**config.mk**
```make
export PLATFORM = sky130hd
export DESIGN_NAME = had_decoder
export DESIGN_NICKNAME = d
export VERILOG_FILES = /design/src/had_pkg.sv /design/src/had_attr_if.sv /design/src/had_attr_map.sv /design/src/had_decoder.sv
export SDC_FILE = /design/constraint.sdc
export NUM_CORES = 1
export LEC_CHECK = 0
export BUFFER_PORTS_ARGS = -buffer_cell sky130_fd_sc_hd__buf_2
export CAP_MARGIN = 20
export CORE_MARGIN = 2
export CORE_UTILIZATION = 46
export DETAILED_ROUTE_END_ITERATION = 10
export GPL_ROUTABILITY_DRIVEN = 1
export HOLD_SLACK_MARGIN = 0.02
export PLACE_DENSITY = 0.79
export SYNTH_ARGS = -nofsm -noshare
export SYNTH_HDL_FRONTEND = slang
export SYNTH_SLANG_ARGS = --single-unit
```
**constraint.sdc**
```tcl
create_clock -name clock -period 1.7 [get_ports clock]
set_clock_uncertainty 0.15 [all_clocks]
set_input_delay 0.085 -clock clock [delete_from_list [all_inputs] [get_ports clock]]
set_output_delay 0.085 -clock clock [all_outputs]
set_load 0.05 [all_outputs]
```
**src/had_pkg.sv**
```systemverilog
// constants and types for the host address decoder
package had_pkg;
   localparam int          ADDR_W        = 32;
   localparam int          PAM_SEGS      = 13;
   localparam int          PAM_SEG_SHIFT = 14;
   localparam logic [5:0]  PAM_SEG_FIRST = 6'h30;
   localparam logic [3:0]  PAM_SYS_IDX   = 4'hC;
   localparam logic [12:0] PAM_RE_RST    = 13'h0000;
   localparam logic [12:0] PAM_WE_RST    = 13'h0000;
   localparam logic [31:0] VIDEO_LO      = 32'h000A_0000;
   localparam logic [31:0] PAM_LO        = 32'h000C_0000;
   localparam logic [31:0] SYS_BIOS_LO   = 32'h000F_0000;
   localparam logic [31:0] PAM_HI        = 32'h000F_FFFF;
   localparam logic [31:0] HOLE_LO       = 32'h00F0_0000;
   localparam logic [31:0] HOLE_HI       = 32'h00FF_FFFF;
   localparam logic [31:0] APIC_LO       = 32'hFEC0_0000;
   localparam logic [31:0] APIC_DEF_HI   = 32'hFEC7_FFFF;
   localparam logic [31:0] APIC_PCIE_LO  = 32'hFEC8_0000;
   localparam logic [31:0] APIC_HI       = 32'hFECF_FFFF;
   localparam logic [31:0] HIGH_MGMT_SEGMENT_LO       = 32'hFEDA_0000;
   localparam logic [31:0] HIGH_MGMT_SEGMENT_HI       = 32'hFEDB_FFFF;
   localparam logic [31:0] MANAGEMENT_MEMORY_REMAP   = 32'h000A_0000;
   localparam logic [11:0] LMS_MB_1      = 12'h001;
   localparam logic [11:0] LMS_MB_2      = 12'h002;
   localparam logic [11:0] LMS_MB_8      = 12'h008;
   // pci interrupt pin encoding
   localparam logic [2:0]  INT_PIN_A     = 3'h1;
   localparam logic [2:0]  INT_PIN_B     = 3'h2;
   localparam logic [2:0]  INT_PIN_C     = 3'h3;

   typedef enum logic [1:0] {SRC_HOST = 2'h0, SRC_LINK = 2'h1, SRC_PCIE = 2'h2, SRC_IGFX = 2'h3} had_src_e;
   typedef enum logic [1:0] {TGT_DRAM = 2'h0, TGT_LINK = 2'h1, TGT_PCIE = 2'h3, TGT_INVALID = 2'h2} had_tgt_e;
   typedef enum logic [1:0] {LMS_1MB = 2'h0, LMS_2MB = 2'h1, LMS_8MB = 2'h2, LMS_OFF = 2'h3} had_lms_e;

   // inclusive range test, used by the pam, hole, apic and high segment decodes
   function automatic logic had_in_rng(input logic [31:0] a, input logic [31:0] lo, input logic [31:0] hi);
      had_in_rng = (a >= lo) && (a <= hi);
   endfunction
endpackage
```
**src/had_attr_if.sv**
```systemverilog
// lookup path between the decoder and the attribute map
`timescale 1ns/1ps
interface had_attr_if;
   logic [31:0] addr;
   logic        is_write;
   logic        hit;
   logic        enabled;
   modport map (input addr, input is_write, output hit, output enabled);
   modport dec (output addr, output is_write, input hit, input enabled);
endinterface

```
**src/had_attr_map.sv**
```systemverilog
// per-piece read/write attribute store for the legacy bios area
`timescale 1ns/1ps
module had_attr_map
   import had_pkg::*;
(
   input  wire logic       clock,
   input  wire logic       rstn,
   input  wire logic       attr_wr,
   input  wire logic [3:0] attr_sel,
   input  wire logic       attr_re,
   input  wire logic       attr_we,
   output logic [12:0]     attr_re_map,
   output logic [12:0]     attr_we_map,
   had_attr_if.map         lk
);
   import had_pkg::*;

   logic [12:0] re_q;
   logic [12:0] we_q;
   logic [5:0]  raw_idx;
   logic [3:0]  seg_idx;
   logic        sel_ok;

   // 16 KB pieces below F0000, one 64 KB piece above
   assign raw_idx = 6'(lk.addr[19:PAM_SEG_SHIFT] - PAM_SEG_FIRST);
   assign seg_idx = had_in_rng(lk.addr, SYS_BIOS_LO, PAM_HI) ? PAM_SYS_IDX : raw_idx[3:0];
   assign lk.hit  = had_in_rng(lk.addr, PAM_LO, PAM_HI);
   // separate enables give ro, wo, rw and disabled
   assign lk.enabled = lk.is_write ? we_q[seg_idx] : re_q[seg_idx];
   assign sel_ok  = attr_sel <= PAM_SYS_IDX;
   assign attr_re_map = re_q;
   assign attr_we_map = we_q;

   // reset leaves every piece disabled, so bios fetches go to the link
   always_ff @(posedge clock or negedge rstn) begin
      if (!rstn) begin
         re_q <= PAM_RE_RST;
         we_q <= PAM_WE_RST;
      end else if (attr_wr && sel_ok) begin
         re_q[attr_sel] <= attr_re;
         we_q[attr_sel] <= attr_we;
      end
   end

   AST_ATTR_HOLD: assert property (@(posedge clock) disable iff (!rstn)
      !attr_wr |=> $stable(re_q) && $stable(we_q)) else $error("attribute changed without a write");
   AST_ATTR_LOAD: assert property (@(posedge clock) disable iff (!rstn)
      attr_wr && attr_sel == 4'h3 |=> re_q[3] == $past(attr_re) && we_q[3] == $past(attr_we))
      else $error("attribute write not stored");
endmodule // had_attr_map

```
**src/had_decoder.sv**
```systemverilog
// request classifier and router for the memory hub
`timescale 1ns/1ps
module had_decoder #(
   parameter int KT_WIN_LOG2 = 12
) (
   input  wire logic            clock,
   input  wire logic            rstn,
   input  wire logic            req_valid,
   output logic                 req_ready,
   input  wire logic [31:0]     req_addr,
   input  wire had_pkg::had_src_e req_src,
   input  wire logic            req_write,
   input  wire logic [7:0]      req_be,
   input  wire logic            req_mgmt_mode,
   input  wire logic            req_writeback_attr,
   input  wire logic            req_snooped,
   input  wire logic            req_writeback_cycle,
   input  wire logic            req_implicit_writeback,
   input  wire logic            req_full_line,
   input  wire logic            attr_wr,
   input  wire logic [3:0]      attr_sel,
   input  wire logic            attr_re,
   input  wire logic            attr_we,
   input  wire logic [11:0]     low_usable_top,
   input  wire logic [6:0]      gfx_stolen_mb,
   input  wire logic            hole_en,
   input  wire logic            low_mgmt_segment_en,
   input  wire had_pkg::had_lms_e low_mgmt_segment_size,
   input  wire logic            ext_mgmt_memory_en,
   input  wire logic            high_mgmt_segment_en,
   input  wire logic            pcie_window_en,
   input  wire logic [11:0]     pcie_window_base,
   input  wire logic [11:0]     pcie_window_limit,
   input  wire logic            kbd_text_en,
   input  wire logic [31:0]     kbd_text_mmio_base,
   input  wire logic            apic_pcie_en,
   input  wire logic [2:0]      ext_gfx_int_pin,
   output logic                 rsp_valid,
   output had_pkg::had_tgt_e    rsp_target,
   output logic [31:0]          rsp_addr,
   output logic [7:0]           rsp_be,
   output logic                 rsp_write,
   output logic                 rsp_host_term,
   output logic                 hang,
   output logic [12:0]          attr_re_map,
   output logic [12:0]          attr_we_map,
   output logic [2:0]           int_pin_integrated_graphics,
   output logic [2:0]           int_pin_graphics_pcie_port,
   output logic [2:0]           int_pin_ext_graphics,
   output logic [2:0]           int_pin_redirection_function,
   output logic [2:0]           int_pin_host_interface_function,
   output logic [2:0]           int_pin_keyboard_text_function
);
   import had_pkg::*;

   if (KT_WIN_LOG2 < 4 || KT_WIN_LOG2 > 20) begin : g_bad_kt
      $error("kbd text window size out of range");
   end

   had_attr_if  lk ();

   logic        fire;
   logic        is_host;
   logic        is_upstream;
   logic [11:0] addr_mb;
   logic [11:0] stolen_base;
   logic [11:0] lms_mb;
   logic [11:0] lms_base;
   logic        hit_low_dos;
   logic        hit_video;
   logic        hit_pam;
   logic        hit_main;
   logic        hit_hole;
   logic        hit_stolen;
   logic        hit_lms;
   logic        hit_apic_def;
   logic        hit_apic_pcie;
   logic        hit_high_mgmt_segment;
   logic        hit_pcie_win;
   logic        hit_kt;
   logic        high_mgmt_segment_to_dram;
   had_tgt_e    tgt_d;
   logic [31:0] addr_d;
   logic [7:0]  be_d;
   logic        term_d;
   logic        hang_d;

   logic        rsp_valid_q;
   had_tgt_e    rsp_target_q;
   logic [31:0] rsp_addr_q;
   logic [7:0]  rsp_be_q;
   logic        rsp_write_q;
   logic        rsp_term_q;
   logic        hang_q;
   logic [2:0]  pin_ext_q;

   had_attr_map u_attr (
      .clock       (clock),
      .rstn        (rstn),
      .attr_wr     (attr_wr),
      .attr_sel    (attr_sel),
      .attr_re     (attr_re),
      .attr_we     (attr_we),
      .attr_re_map (attr_re_map),
      .attr_we_map (attr_we_map),
      .lk          (lk)
   );

   // a hung device takes nothing more until reset
   assign req_ready   = !hang_q;
   assign fire        = req_valid && !hang_q;
   assign is_host     = req_src == SRC_HOST;
   assign is_upstream = (req_src == SRC_LINK) || (req_src == SRC_PCIE);
   assign lk.addr     = req_addr;
   assign lk.is_write = req_write;

   // low segment sits right under graphics stolen memory at the low top
   assign addr_mb     = req_addr[31:20];
   assign stolen_base = 12'(low_usable_top - {5'h00, gfx_stolen_mb});
   assign lms_mb      = (low_mgmt_segment_size == LMS_1MB) ? LMS_MB_1 :
                        (low_mgmt_segment_size == LMS_2MB) ? LMS_MB_2 : LMS_MB_8;
   assign lms_base    = 12'(stolen_base - lms_mb);

   // region hits
   assign hit_low_dos   = req_addr < VIDEO_LO;
   assign hit_video     = (req_addr >= VIDEO_LO) && (req_addr < PAM_LO);
   assign hit_pam       = lk.hit;
   assign hit_main      = (req_addr > PAM_HI) && (addr_mb < low_usable_top);
   assign hit_hole      = hole_en && had_in_rng(req_addr, HOLE_LO, HOLE_HI);
   assign hit_stolen    = (gfx_stolen_mb != 7'h00) && (addr_mb >= stolen_base);
   assign hit_lms       = low_mgmt_segment_en && (low_mgmt_segment_size != LMS_OFF) &&
                          (addr_mb >= lms_base) && (addr_mb < stolen_base);
   assign hit_apic_def  = had_in_rng(req_addr, APIC_LO, APIC_DEF_HI);
   assign hit_apic_pcie = had_in_rng(req_addr, APIC_PCIE_LO, APIC_HI);
   assign hit_high_mgmt_segment      = high_mgmt_segment_en && had_in_rng(req_addr, HIGH_MGMT_SEGMENT_LO, HIGH_MGMT_SEGMENT_HI);
   assign hit_pcie_win  = pcie_window_en && (addr_mb >= pcie_window_base) &&
                          (addr_mb <= pcie_window_limit);
   assign hit_kt        = kbd_text_en &&
                          (req_addr[31:KT_WIN_LOG2] == kbd_text_mmio_base[31:KT_WIN_LOG2]);
   // writebacks must land so caches stay coherent
   assign high_mgmt_segment_to_dram  = is_host && (req_mgmt_mode || req_writeback_cycle ||
                          req_implicit_writeback || (req_full_line && req_writeback_attr));

   // one target per request, worked out in the cycle it is presented
   always_comb begin
      tgt_d  = TGT_LINK;
      addr_d = req_addr;
      be_d   = req_be;
      term_d = 1'b0;
      if (hit_low_dos) begin
         tgt_d = TGT_DRAM;
      end else if (hit_video) begin
         tgt_d = TGT_LINK;
      end else if (hit_pam) begin
         if (is_upstream && !req_snooped) begin
            tgt_d = TGT_DRAM;
         end else if (lk.enabled) begin
            tgt_d = TGT_DRAM;
         end else begin
            // disabled pieces are never moved; dram there is out of reach except to non-snooped link and pcie cycles
            tgt_d = TGT_LINK;
         end
      end else if (hit_main) begin
         if (hit_hole) begin
            tgt_d = TGT_LINK;
         end else if (hit_stolen) begin
            tgt_d = (req_src == SRC_IGFX) ? TGT_DRAM : TGT_INVALID;
         end else if (hit_lms) begin
            if (!is_host) begin
               tgt_d = TGT_INVALID;
            end else if (req_mgmt_mode) begin
               tgt_d = (ext_mgmt_memory_en && !req_writeback_attr) ? TGT_INVALID : TGT_DRAM;
            end else if (req_writeback_cycle || req_implicit_writeback) begin
               tgt_d = TGT_DRAM;
            end else begin
               tgt_d = TGT_INVALID;
            end
         end else begin
            tgt_d = TGT_DRAM;
         end
      end else if (hit_apic_def) begin
         tgt_d = TGT_LINK;
      end else if (hit_apic_pcie) begin
         tgt_d = apic_pcie_en ? TGT_PCIE : TGT_LINK;
      end else if (hit_high_mgmt_segment) begin
         if (high_mgmt_segment_to_dram) begin
            tgt_d  = TGT_DRAM;
            // offset from the segment base, not raw low bits: the base is not 256 KB aligned
            addr_d = MANAGEMENT_MEMORY_REMAP + (req_addr - HIGH_MGMT_SEGMENT_LO);
         end else begin
            tgt_d  = TGT_INVALID;
            term_d = is_host;
         end
      end else if (hit_pcie_win) begin
         // software keeps this window off the fixed ranges tested above
         tgt_d = TGT_PCIE;
      end else if (hit_kt) begin
         tgt_d = TGT_DRAM;
      end else begin
         tgt_d = TGT_LINK;
      end
      // invalid cycles go out harmless: address zero, writes masked
      if (tgt_d == TGT_INVALID) begin
         addr_d = 32'h0000_0000;
         be_d   = req_write ? 8'h00 : req_be;
      end
   end

   // an implicit writeback pushed to the link has no completion path
   assign hang_d = fire && req_implicit_writeback && (tgt_d == TGT_LINK);

   // response register
   always_ff @(posedge clock or negedge rstn) begin
      if (!rstn) begin
         rsp_valid_q  <= 1'b0;
         rsp_target_q <= TGT_LINK;
         rsp_addr_q   <= 32'h0000_0000;
         rsp_be_q     <= 8'h00;
         rsp_write_q  <= 1'b0;
         rsp_term_q   <= 1'b0;
      end else begin
         rsp_valid_q  <= fire && !hang_d;
         rsp_target_q <= tgt_d;
         rsp_addr_q   <= addr_d;
         rsp_be_q     <= be_d;
         rsp_write_q  <= req_write;
         rsp_term_q   <= fire && term_d;
      end
   end

   // sticky hang, cleared only by reset
   always_ff @(posedge clock or negedge rstn) begin
      if (!rstn) begin
         hang_q <= 1'b0;
      end else if (hang_d) begin
         hang_q <= 1'b1;
      end
   end

   // external card pin follows its own register
   always_ff @(posedge clock or negedge rstn) begin
      if (!rstn) begin
         pin_ext_q <= INT_PIN_A;
      end else begin
         pin_ext_q <= ext_gfx_int_pin;
      end
   end

   assign rsp_valid     = rsp_valid_q;
   assign rsp_target    = rsp_target_q;
   assign rsp_addr      = rsp_addr_q;
   assign rsp_be        = rsp_be_q;
   assign rsp_write     = rsp_write_q;
   assign rsp_host_term = rsp_term_q;
   assign hang          = hang_q;
   // fixed interrupt pin defaults, except the external card pin from its register
   assign int_pin_integrated_graphics     = INT_PIN_A;
   assign int_pin_graphics_pcie_port      = INT_PIN_A;
   assign int_pin_ext_graphics            = pin_ext_q;
   assign int_pin_redirection_function    = INT_PIN_B;
   assign int_pin_host_interface_function = INT_PIN_C;
   assign int_pin_keyboard_text_function  = INT_PIN_A;

   AST_ONE_TARGET: assert property (@(posedge clock) disable iff (!rstn)
      fire && !hang_d |=> rsp_valid_q && $past(tgt_d) == rsp_target_q)
      else $error("request produced no single target");
   AST_PAM_NOSNOOP: assert property (@(posedge clock) disable iff (!rstn)
      fire && hit_pam && is_upstream && !req_snooped |=> rsp_target_q == TGT_DRAM)
      else $error("non-snooped bios hit left dram");
   AST_PAM_DISABLED: assert property (@(posedge clock) disable iff (!rstn)
      fire && hit_pam && (is_host || req_src == SRC_LINK) && req_snooped && !lk.enabled && !hang_d
      |=> rsp_target_q == TGT_LINK) else $error("disabled piece not sent to link");
   AST_HOLE: assert property (@(posedge clock) disable iff (!rstn)
      fire && hole_en && had_in_rng(req_addr, HOLE_LO, HOLE_HI) && !hang_d |=> rsp_target_q == TGT_LINK)
      else $error("hole access not sent to link");
   AST_LMS_FOREIGN: assert property (@(posedge clock) disable iff (!rstn)
      fire && hit_main && !hit_hole && !hit_stolen && hit_lms && !is_host && !hang_d
      |=> rsp_target_q == TGT_INVALID && rsp_addr_q == 32'h0000_0000 && (!rsp_write_q || rsp_be_q == 8'h00))
      else $error("foreign low segment access not invalidated");
   AST_LMS_WB: assert property (@(posedge clock) disable iff (!rstn)
      fire && hit_main && !hit_hole && !hit_stolen && hit_lms && is_host && !req_mgmt_mode && req_writeback_cycle
      |=> rsp_target_q == TGT_DRAM) else $error("low segment writeback lost");
   AST_APIC_LOW: assert property (@(posedge clock) disable iff (!rstn)
      fire && had_in_rng(req_addr, APIC_LO, APIC_DEF_HI) && !hang_d |=> rsp_target_q == TGT_LINK)
      else $error("default interrupt controller access misrouted");
   AST_APIC_HIGH: assert property (@(posedge clock) disable iff (!rstn)
      fire && hit_apic_pcie && apic_pcie_en |=> rsp_target_q == TGT_PCIE)
      else $error("upper apic range not claimed by pcie");
   AST_HIGH_MGMT_SEGMENT_REMAP: assert property (@(posedge clock) disable iff (!rstn)
      fire && hit_high_mgmt_segment && is_host && req_mgmt_mode
      |=> rsp_target_q == TGT_DRAM && rsp_addr_q == MANAGEMENT_MEMORY_REMAP + ($past(req_addr) - HIGH_MGMT_SEGMENT_LO))
      else $error("high segment remap wrong");
   AST_HIGH_MGMT_SEGMENT_TERM: assert property (@(posedge clock) disable iff (!rstn)
      fire && hit_high_mgmt_segment && is_host && !high_mgmt_segment_to_dram |=> rsp_host_term && rsp_target_q == TGT_INVALID)
      else $error("non-mgmt high segment access not terminated");
   AST_HANG: assert property (@(posedge clock) disable iff (!rstn)
      hang_d |=> hang_q && !rsp_valid_q ##1 hang_q && !req_ready) else $error("hang not held");
endmodule // had_decoder

```
---- After elaboration in Yosys (flattened, before gate mapping) ----
Index checks and enable logic that the tools add are counted.
word-level totals
  flip-flop bits (word level) ............. 75
  input port bits ......................... 146
  output and inout port bits .............. 91
  logic and storage cells ................. 140
cells by class
  $add $sub $neg .......................... 5
  magnitude comparators ................... 25
  equal/unequal tests ..................... 8
  multiplexer cells ....................... 52
  reduce and logical (&&, ||, !) cells .... 40
operator list
  kind                                                                                 count
  32-bit 2-to-1 mux                                                                    9
  32-bit by 20-bit >= comparator with 1-bit output (second input constant)             3
  32-bit >= comparator (second input constant)                                         3
  32-bit less-or-equal comparator (second input constant)                              3
  32-bit by 20-bit less-than comparator with 1-bit output (second input constant)      2
  12-bit >= comparator                                                                 3
  2-bit 2-to-1 mux                                                                     18
  20-bit by 32-bit adder with 32-bit output (first input constant)                     1
  32-bit by 24-bit >= comparator with 1-bit output (second input constant)             1
  32-bit by 20-bit greater-than comparator with 1-bit output (second input constant)   1
  32-bit by 20-bit less-or-equal comparator with 1-bit output (second input constant)  1
  32-bit by 24-bit less-or-equal comparator with 1-bit output (second input constant)  1
  32-bit subtractor (second input constant)                                            1
  1-bit logical AND                                                                    28
  13-bit bitwise mux                                                                   2
  12-bit less-than comparator                                                          2
  20-bit == test                                                                       1
  8-bit 2-to-1 mux                                                                     2
  1-bit 2-to-1 mux                                                                     15
  12-bit less-or-equal comparator                                                      1
  4-bit 2-to-1 mux                                                                     3
  12-bit by 4-bit subtractor with 12-bit output                                        1
  12-bit by 7-bit subtractor with 12-bit output                                        1
  4-bit by 5-bit less-than comparator with 1-bit output (second input constant)        2
  12 further kinds                                                                     25

---- Depth between registers and ports, before layout ----
Gate-level depths: netlist of run 1.
  depth in word-level cells ............... 18
  depth in mapped cells ................... 24
  mapped depth without buffers ............ 23

---- Cells and area by module ----
A second synthesis of run 1 with hierarchy kept.
second synthesis, totals
  cell total of the unflattened synthesis .. 671
  area total of the unflattened synthesis .. 6264.8 um^2
by module, submodules not included
  module        instances  cells an instance  area an instance (um^2)  seq. area each (um^2)
  had_decoder   1          555                4882.2                   1228.7
  had_attr_map  1          116                1382.6                   650.6

---- Least setup slack after synthesis of run 1 ----
OpenSTA, ideal clock, no wires.
  path type ............................... input port to flip-flop
  start point ............................. input port low_usable_top[0]
  end point ............................... register rsp_addr_q[20], in the netlist rsp_addr[20]
  setup time .............................. 0.137 ns
  arrival time ............................ 3.906 ns
  required time ........................... 1.413 ns
  setup slack ............................. -2.493 ns
  stages .................................. 22
  path buffers ............................ 1
  path through ............................ inv_1 > ha_1 > inv_1 > fa_1 > ha_1 > nor2b_1 > o31a_1 > nor3_1 > nand2_1 > or4_1 > xnor2_1 > ha_1 > a21oi_1 > nand2_1 > nor2_1 > a21oi_1 > o31ai_1 > nor4b_1 > a311oi_1 > a21boi_2 > buf_4 > a21oi_1
between the ends
  cells in the longest elaborated chain, start to end .. 14
  elaborated cells on any way between the ends .. 23
  those cells by class .................... add/sub: 2; order compare: 4; eq/ne: 1; mux: 12; reduce/logical: 4
ends and longest elaborated chain
  what                                           RTL line            RTL
  start: declaration                             had_decoder.sv:24   input wire logic [11:0] low_usable_top,
  12-bit by 7-bit subtractor with 12-bit output  had_decoder.sv:119  assign stolen_base = 12'(low_usable_top - {5'h00, gfx_stolen_mb});
  12-bit by 4-bit subtractor with 12-bit output  had_decoder.sv:122  assign lms_base = 12'(stolen_base - lms_mb);
  12-bit >= comparator                           had_decoder.sv:132  (addr_mb >= lms_base) && (addr_mb < stolen_base);
  1-bit logical AND                              had_decoder.sv:131  assign hit_lms = low_mgmt_segment_en && (low_mgmt_segment_size != LMS_OFF) &&
  1-bit logical AND                              had_decoder.sv:132
  2-bit 2-to-1 mux                               had_decoder.sv:168  end else if (hit_lms) begin
  2-bit 2-to-1 mux                               had_decoder.sv:166  end else if (hit_stolen) begin
  2-bit 2-to-1 mux                               had_decoder.sv:164  if (hit_hole) begin
  2-bit 2-to-1 mux                               had_decoder.sv:163  end else if (hit_main) begin
  2-bit 2-to-1 mux                               had_decoder.sv:154  end else if (hit_pam) begin
  2-bit 2-to-1 mux                               had_decoder.sv:152  end else if (hit_video) begin
  2-bit 2-to-1 mux                               had_decoder.sv:150  if (hit_low_dos) begin
  2-bit == test                                  had_decoder.sv:203  if (tgt_d == TGT_INVALID) begin
  32-bit 2-to-1 mux *                            had_decoder.sv:203
  net addr_d[20]                                 had_decoder.sv:83   logic [31:0] addr_d;
  end signal: assignment                         had_decoder.sv:224  rsp_addr_q <= addr_d;
  end: declaration                               had_decoder.sv:90   logic [31:0] rsp_addr_q;
The timed path passes the listed nets; every way through them passes the cells marked *.
A chain may end at the register's enable or synchronous reset.

---- Worst setup path after layout of run 1 ----
  start point ............................. input port low_usable_top[0]
  end point ............................... register rsp_addr_q[0], in the netlist rsp_addr[0]
The elaborated chain is that of the path after synthesis.

==> results of run 1 <==
final cells by class:
| cell class | count | area [um^2] |
|---|---|---|
| clock inverter | 7 | 82.6 |
| timing repair buffer | 448 | 3130 |
| sequential | 75 | 1880 |
| multi-input combinational | 524 | 4350 |
| antenna | 3 | 7.51 |
| inverter | 68 | 278 |
| clock buffer | 9 | 225 |
| tap | 176 | 220 |
| fill | 818 | 3020 |
power groups by stage:
stage / sequential [uW] / clock (uW) / combinational [uW]
after global routing: 2230 / 2100 / 4640
after global placement: 2200 / 0 / 3770
after floorplan: 3240 / 0 / 1360
after detailed placement: 2210 / 0 / 3860
final: 2210 / 1990 / 4380
after CTS: 2180 / 1980 / 4200
repair_timing:
item,4_1_cts,5_1_grt
hold buffers,32,1
setup endpoints to repair,45,45
endpoints found under the hold margin,106,1
cloned,3,0
buffers inserted,12,17
pin swaps,15,23
resized for setup,50,38
worst max path at each step:
| stage | startpoint | end | slack, ns | cells after the start |
|---|---|---|---|---|
| 6_report | low_usable_top[0] | rsp_addr[0] | -2.66 | 25 |
| 5_1_grt | low_usable_top[0] | rsp_addr[13] | -2.84 | 25 |
| 4_1_cts | low_usable_top[0] | rsp_addr[9] | -2.44 | 25 |
| 3_5_place_dp | low_usable_top[0] | rsp_addr[31] | -2.89 | 21 |
| 3_3_place_gp | low_usable_top[0] | rsp_addr[4] | -2.71 | 21 |
| 2_1_floorplan | low_usable_top[0] | rsp_addr[16] | -2.34 | 22 |
worst max-delay path, cell delays in order:
cell	delay, ns
buf_12	0.11
inv_12	0.04
ha_4	0.12
inv_2	0.03
fa_2	0.55
ha_4	0.20
nor2b_4	0.12
o31a_1	0.26
nor3_2	0.21
nand2_1	0.12
or4_4	0.46
xnor2_2	0.16
ha_1	0.31
a21oi_2	0.20
nand2_2	0.11
nor2_2	0.14
a21oi_2	0.06
o31ai_4	0.09
nor4_2	0.11
a311oi_2	0.30
a21boi_4	0.11
buf_6	0.14
buf_12	0.12
buf_16	0.12
a21boi_1	0.16
per-stage QoR:
step | utilization (%) | total power (uW)
after floorplan | - | 4600
after detailed placement | 67.2 | 6070
after global placement | 67.2 | 5970
after global routing | 77.1 | 8960
after CTS | 75.1 | 8370
final | 77.1 | 8570
layer usage:
metal | vias to the layer above | GRT usage [%] | part of all wire [%]
li1 | 3348 | - | -
met1 | 3535 | 37.8 | 37
met2 | 445 | 56.3 | 49
met3 | 136 | 5.57 | 7.7
met4 | 0 | 12.8 | 5.6
met5 | - | 0 | 0
cell usage in the layout (no fill, tap or decap), types with 6 or more instances in the layout:
cell type        n
mux2i_1          7
buf_4          188
buf_12           6
buf_2          202
nor4_1          13
ha_1            64
nand2b_1        15
a211oi_1         7
a21boi_1        23
dlygate4sd3_1   33
nand2_1         40
nand3_1          9
and3_1           6
xor2_1          10
clkbuf_16        9
dfrtp_1         73
buf_6           14
xnor2_1         28
o211ai_1         6
a21oi_2         10
nor3_1          10
conb_1          15
nor2_1          34
mux2_2          26
nand4_1         25
a21oi_1         38
o21ai_0         10
ha_4             6
inv_1           58
nand3b_1         6
a21o_1           9
state kept, by name (all words and copies together) (netlist names):
| signal | count |
|---|---|
| u_attr.attr_we_map | 13 |
| hang | 1 |
| rsp_write | 1 |
| rsp_host_term | 1 |
| u_attr.attr_re_map | 13 |
| rsp_valid | 1 |
| rsp_addr | 32 |
| int_pin_ext_graphics | 3 |
| rsp_target | 2 |
| rsp_be | 8 |
kinds of logic after synthesis:
group	Yosys count	share of synthesized area [%]
simple gates	200	17.2
compound gates	161	18.0
buf+inv	105	7.50
flops	75	30.3
fa+ha+maj	74	15.1
xor+xnor	41	6.00
mux	33	5.84
other cells	2	0.121
==> summary.txt, run 1 <==
STA
  • Final slew viol count: 0
  • Hold WS: 0.0143 ns
  • RSZ-0062 raised after global routing: yes
  • Setup TNS: -112.82 ns
  • Crit share post-route: 257%
  • Rel. slew slack: 64.7%
  • Worst setup margin: -2.66 ns
  • Max Clk Rate: 0.229 GHz
  • Min Tclk post-route: 4.36 ns
  • Slew @ Worst Pin: 0.529 ns
  • Final hold violation count: 0
  • Setup violators final: 45

Placed design
  • Placed inst area: 0.00887 mm^2
  • Post-Place Setup Slack: -2.89 ns
  • GP Congestion: 0.942
  • Placed cell count: 1,232
  • DP Wirelength: 16.4 mm
  • Port Buffers: 209

Final layout
  • Layout Nets: 1,345
  • Area delta synth->final: 63.8%
  • Final instance area: 0.0102 mm^2
  • Layout Cells excl Fill: 1,310
  • Layout cells sized above 1: 46.7%

Setup path
  • Maximum fanout along the worst path: 5
  • Reg-to-reg startpoint: u_attr.attr_re_map[7]
  • Crit path launch type: primary input
  • Worst Path Required: 1.81 ns
  • Number of cells on the worst reg-to-reg path: 11
  • Critical path start-end classification: primary input to flop
  • RR Endpoint: rsp_addr[0]
  • CP arrival: 4.47 ns
  • Crit. End Element: flop
  • R2r setup slk: -0.69 ns

Global routing
  • Vias in the first global route: 7,257
  • Largest net degree at the start of global routing: 47
  • Total track usage: 31.7%
  • First-pass GRT wire length: 36.2 mm
  • Grt total ovfl: 0
  • Antenna violations before repair: 3

Die
  • Core Area: 0.0132 mm^2
  • Initial Util: 47.1%
  • IO Pins: 237
  • Die width: 120 um
  • Height of the die: 120 um
  • Number of core rows: 42
  • DIE AREA: 0.0144 mm^2

CTS
  • CTS root buffer: clkbuf_16
  • Clock Tree Buf Depth: 2
  • Clock sinks: 75
  • Reg clk slew, reported paths: 0.07 ns
  • H-Tree Depth: 3
  • TritonCTS clock tree: done
  • CTS Buf Count: 9
  • Clock Latency Late Sink: 0.33 ns

Flow run
  • Max_cap viols: 0

Yosys
  • Post-synth cell types: 75
  • Top cells by area, synth: dfrtp_1 29%, ha_1 14%, mux2_2 4.7%, xnor2_1 4.2%, inv_1 4.0%
  • Cell count after synthesis: 691
  • Predominant post-synthesis flop cell: dfrtp_1
  • EDFF count, synth: 0
  • Avg Inst Size Synth: 8.99 um^2
  • Synth top area share: 29.4%
  • Post-synth top area cell: dfrtp_1
  • Post-synth top cells: 73 x dfrtp_1, 71 x ha_1, 66 x inv_1
  • Count leader, synth: dfrtp_1
  • Mapped Area: 0.00621 mm^2
  • Sequential area share after synthesis: 30.3%
  • Synth Warn #: 0
  • FF+latch count, synth: 75
  • Synth async-reset ratio: 100%

Route
  • Drt first pass iters: 6
  • Total number of vias: 7,464
  • Drt first-iter violations: 693
  • WL per Instance: 18.7 um
  • Avg Vias per Cell: 5.70
  • Final WL: 24.5 mm
  • Post-route ant nets: 0
  • DRC: 0

Worst hold path
  • WHS Path Cells: 4
  • Worst hold path type: primary input to flop
  • Hold EP: rsp_addr[28]
  • Worst hold start: req_addr[28]

Pwr
  • Switching share of power: 41.9%
  • Reg power frac: 25.7%
  • Combinational share of power: 51.0%
  • Clock share of power: 23.2%
  • Power Internal: 4980 uW
  • P_leak: 0.00511 uW
  • PD cells: 843 mW/mm^2
  • Sw Pwr: 3590 uW
  • Worst vdd ir: 0.000638 V

Outcome
  • Violated checks: setup timing
  • Status: finished, violations left
Note: power is estimated with default switching activity, not from simulation.
==> inputs of run 2 (changes only) <==
- REMOVE_ABC_BUFFERS: unset -> 1
==> summary.txt, run 2 (synthesis results as in run 1) <==
Pwr
  • Worst vdd ir: 0.000627 V (was 0.000638 V)
  • P_leak: 0.00516 uW (was 0.00511 uW)
  • PD cells: 858 mW/mm^2 (was 843 mW/mm^2)

Final layout
  • Most frequent cells in the layout: 189 x buf_2, 185 x buf_4, 73 x dfrtp_1 (was 202 x buf_2, 188 x buf_4, 73 x dfrtp_1)
  • Layout cells sized above 1: 45.9% (was 46.7%)
  • Layout Nets: 1,347 (was 1,345)
  • Area delta synth->final: 64.4% (was 63.8%)
  • Final Core Density: 77.4% (was 77.1%)
  • Most common cell after layout, fill and taps aside: buf_2 (unchanged)
  • Final instance area: 0.0102 mm^2 (about the same)
  • Max reg flops: 32 (unchanged)

STA
  • Rel. slew slack: 61.6% (was 64.7%)
  • RSZ-0062 raised after global routing: yes (unchanged)
  • Crit share post-route: 262% (was 257%)
  • Setup violators final: 45 (unchanged)
  • Worst setup margin: -2.76 ns (was -2.66 ns)
  • Final slew viol count: 0 (unchanged)
  • Slew @ Worst Pin: 0.570 ns (was 0.529 ns)
  • Max Clk Rate: 0.224 GHz (was 0.229 GHz)
  • Final hold violation count: 0 (unchanged)
  • Min Tclk post-route: 4.46 ns (was 4.36 ns)

Setup path
  • Crit. End Element: flop (unchanged)
  • CP arrival: 4.54 ns (was 4.47 ns)
  • Worst Path Required: 1.78 ns (was 1.81 ns)
  • Critical path start-end classification: primary input to flop (unchanged)
  • Maximum fanout along the worst path: 5 (unchanged)
  • Crit path launch type: primary input (unchanged)
  • RR Endpoint: rsp_addr[18] (was rsp_addr[0])
  • Number of cells on the worst reg-to-reg path: 11 (unchanged)
  • R2r setup slk: -0.95 ns (was -0.69 ns)
  • Reg-to-reg startpoint: u_attr.attr_re_map[1] (was u_attr.attr_re_map[7])

Global routing
  • Antenna violations before repair: 2 (was 3)
  • Total track usage: 32.4% (was 31.7%)
  • GRT met3 Usage: 7.55% (was 5.57%)
  • Met1 Use GR: 37.7% (was 37.8%)
  • Grt total ovfl: 0 (unchanged)
  • Busiest metal layer after global routing: met2 (unchanged)
  • Largest net degree at the start of global routing: 49 (was 47)
  • GR Util met2: 56.1% (was 56.3%)
  • Vias in the first global route: 7,467 (was 7,257)
  • First-pass GRT wire length: 36.9 mm (was 36.2 mm)

Die
  • IO Pins: 237 (unchanged)
  • Die width: 120 um (unchanged)
  • Core Area: 0.0132 mm^2 (unchanged)
  • DIE AREA: 0.0144 mm^2 (unchanged)
  • Number of core rows: 42 (unchanged)
  • Height of the die: 120 um (unchanged)
  • Initial Util: 47.1% (unchanged)

Route
  • Drt first-iter violations: 988 (was 693)
  • Final WL: 26.7 mm (was 24.5 mm)
  • Total number of vias: 7,696 (was 7,464)
  • Avg Vias per Cell: 5.87 (was 5.70)
  • Drt first pass iters: 6 (unchanged)
  • Post-route ant nets: 0 (unchanged)
  • WL per Instance: 20.4 um (was 18.7 um)
  • DRC: 0 (unchanged)

Worst hold path
  • WHS Path Cells: 4 (unchanged)
  • Worst hold path type: primary input to flop (unchanged)
  • Worst hold start: req_addr[22] (was req_addr[28])
  • Hold EP: rsp_addr[22] (was rsp_addr[28])

Outcome
  • Violated checks: setup timing (unchanged)
  • Status: finished, violations left (unchanged)

Placed design
  • DP Wirelength: 16.3 mm (was 16.4 mm)
  • Post-Place Setup Slack: -3.01 ns (was -2.89 ns)
  • Port Buffers: 209 (unchanged)
  • GP Congestion: 0.912 (was 0.942)
  • Placed inst area: 0.00871 mm^2 (was 0.00887 mm^2)

CTS
  • Reg clk slew, reported paths: 0.06 ns (was 0.07 ns)
  • Clock Latency Late Sink: 0.34 ns (was 0.33 ns)
  • CTS root buffer: clkbuf_16 (unchanged)
  • CTS Buf Count: 9 (unchanged)
  • TritonCTS clock tree: done (unchanged)
  • Clock Tree Buf Depth: 2 (unchanged)
  • H-Tree Depth: 3 (unchanged)
  • Clock sinks: 75 (unchanged)

Flow run
  • Max_cap viols: 0 (unchanged)
[run 2: cell count changes in the layout (fill, tap and decap cells not counted), sizes merged]
cell / before / now
clkinv: 1 / 4
buf: 415 / 414
clkbuf: 9 / 10
clkinvlp: 4 / 1
diode: 3 / 1
inv: 69 / 68
bufinv: 1 / 2
dlygate4sd3: 33 / 35
[run 2: worst max-delay path by stage]
| stage | depth (start not counted) | endpoint | startpoint | slack (ns) |
|---|---|---|---|---|
| finish | 26 | rsp_addr[18] | low_usable_top[0] | -2.76 |
| global route | 23 | rsp_addr[18] | low_usable_top[2] | -2.85 |
| CTS | 25 | rsp_addr[0] | low_usable_top[0] | -2.51 |
| detailed placement | 21 | rsp_addr[10] | low_usable_top[0] | -3.01 |
| global placement | 21 | rsp_addr[3] | low_usable_top[0] | -2.79 |
| floorplan | 21 | rsp_addr[16] | low_usable_top[0] | -3.10 |
[run 2: per-stage QoR]
step	total power (uW)	hold slack [ns]	setup TNS, ns	cells
6_report	8760	0.0283	-111.07	1310
3_5_place_dp	6000	-0.249	-128.35	1233
2_1_floorplan	4460	-0.361	-131.15	667
5_1_grt	9100	0.0343	-117.00	1309
4_1_cts	8400	0.0271	-106.00	1292
3_3_place_gp	5920	-0.248	-121.26	1233
[run 2: critical path, cell delays in order]
cell       delay [ns]
buf_6            0.10
inv_4            0.05
ha_4             0.13
inv_2            0.03
fa_2             0.34
a21o_1           0.20
a311o_1          0.34
nand2_1          0.12
o21ai_1          0.07
xnor2_1          0.23
nand2_1          0.10
or4_4            0.44
xnor2_2          0.15
ha_1             0.31
a21oi_2          0.24
nand2_2          0.14
nor2_2           0.16
a21oi_2          0.06
o31ai_4          0.09
nor4_2           0.10
a311oi_2         0.28
a21boi_4         0.10
buf_12           0.16
buf_12           0.13
clkbuf_16        0.15
a21boi_1         0.23
[run 2: where the power goes]
group | internal [uW] | switching (uW) | leakage, uW | total [uW]
Combinational | 1790 | 2670 | 0.00410 | 4460
Clock | 1300 | 800 | 0.000158 | 2100
Sequential | 2070 | 134 | 0.000904 | 2200
Total | 5150 | 3610 | 0.00516 | 8760
[run 2: timing repair]
item / CTS / global route
gates resized for setup: 64 / 49
cloned: 3 / 1
endpoints found under the setup margin: 45 / 45
hold buffers: 35 / 0
hold endpoints to repair: 109 / 0
buffers inserted: 7 / 18
pin swaps: 18 / 23
[run 2: metal layers]
layer  vias up  part of all wire (%)  wire length, um
met5         -                 0.056               15
met4         2                   7.0             1870
met3       197                   9.7             2580
met2       565                    47            12600
met1      3578                    36             9630
li1       3354                     -                -
[run 2: final cells by class]
cell class,count,area [um^2]
Antenna cell,1,2.50
Clock buffer,9,225
Clock inverter,7,101
Fill cell,803,2980
Inverter,68,260
Multi-Input combinational cell,524,4250
Sequential cell,75,1880
Tap cell,176,220
Timing Repair Buffer,450,3260
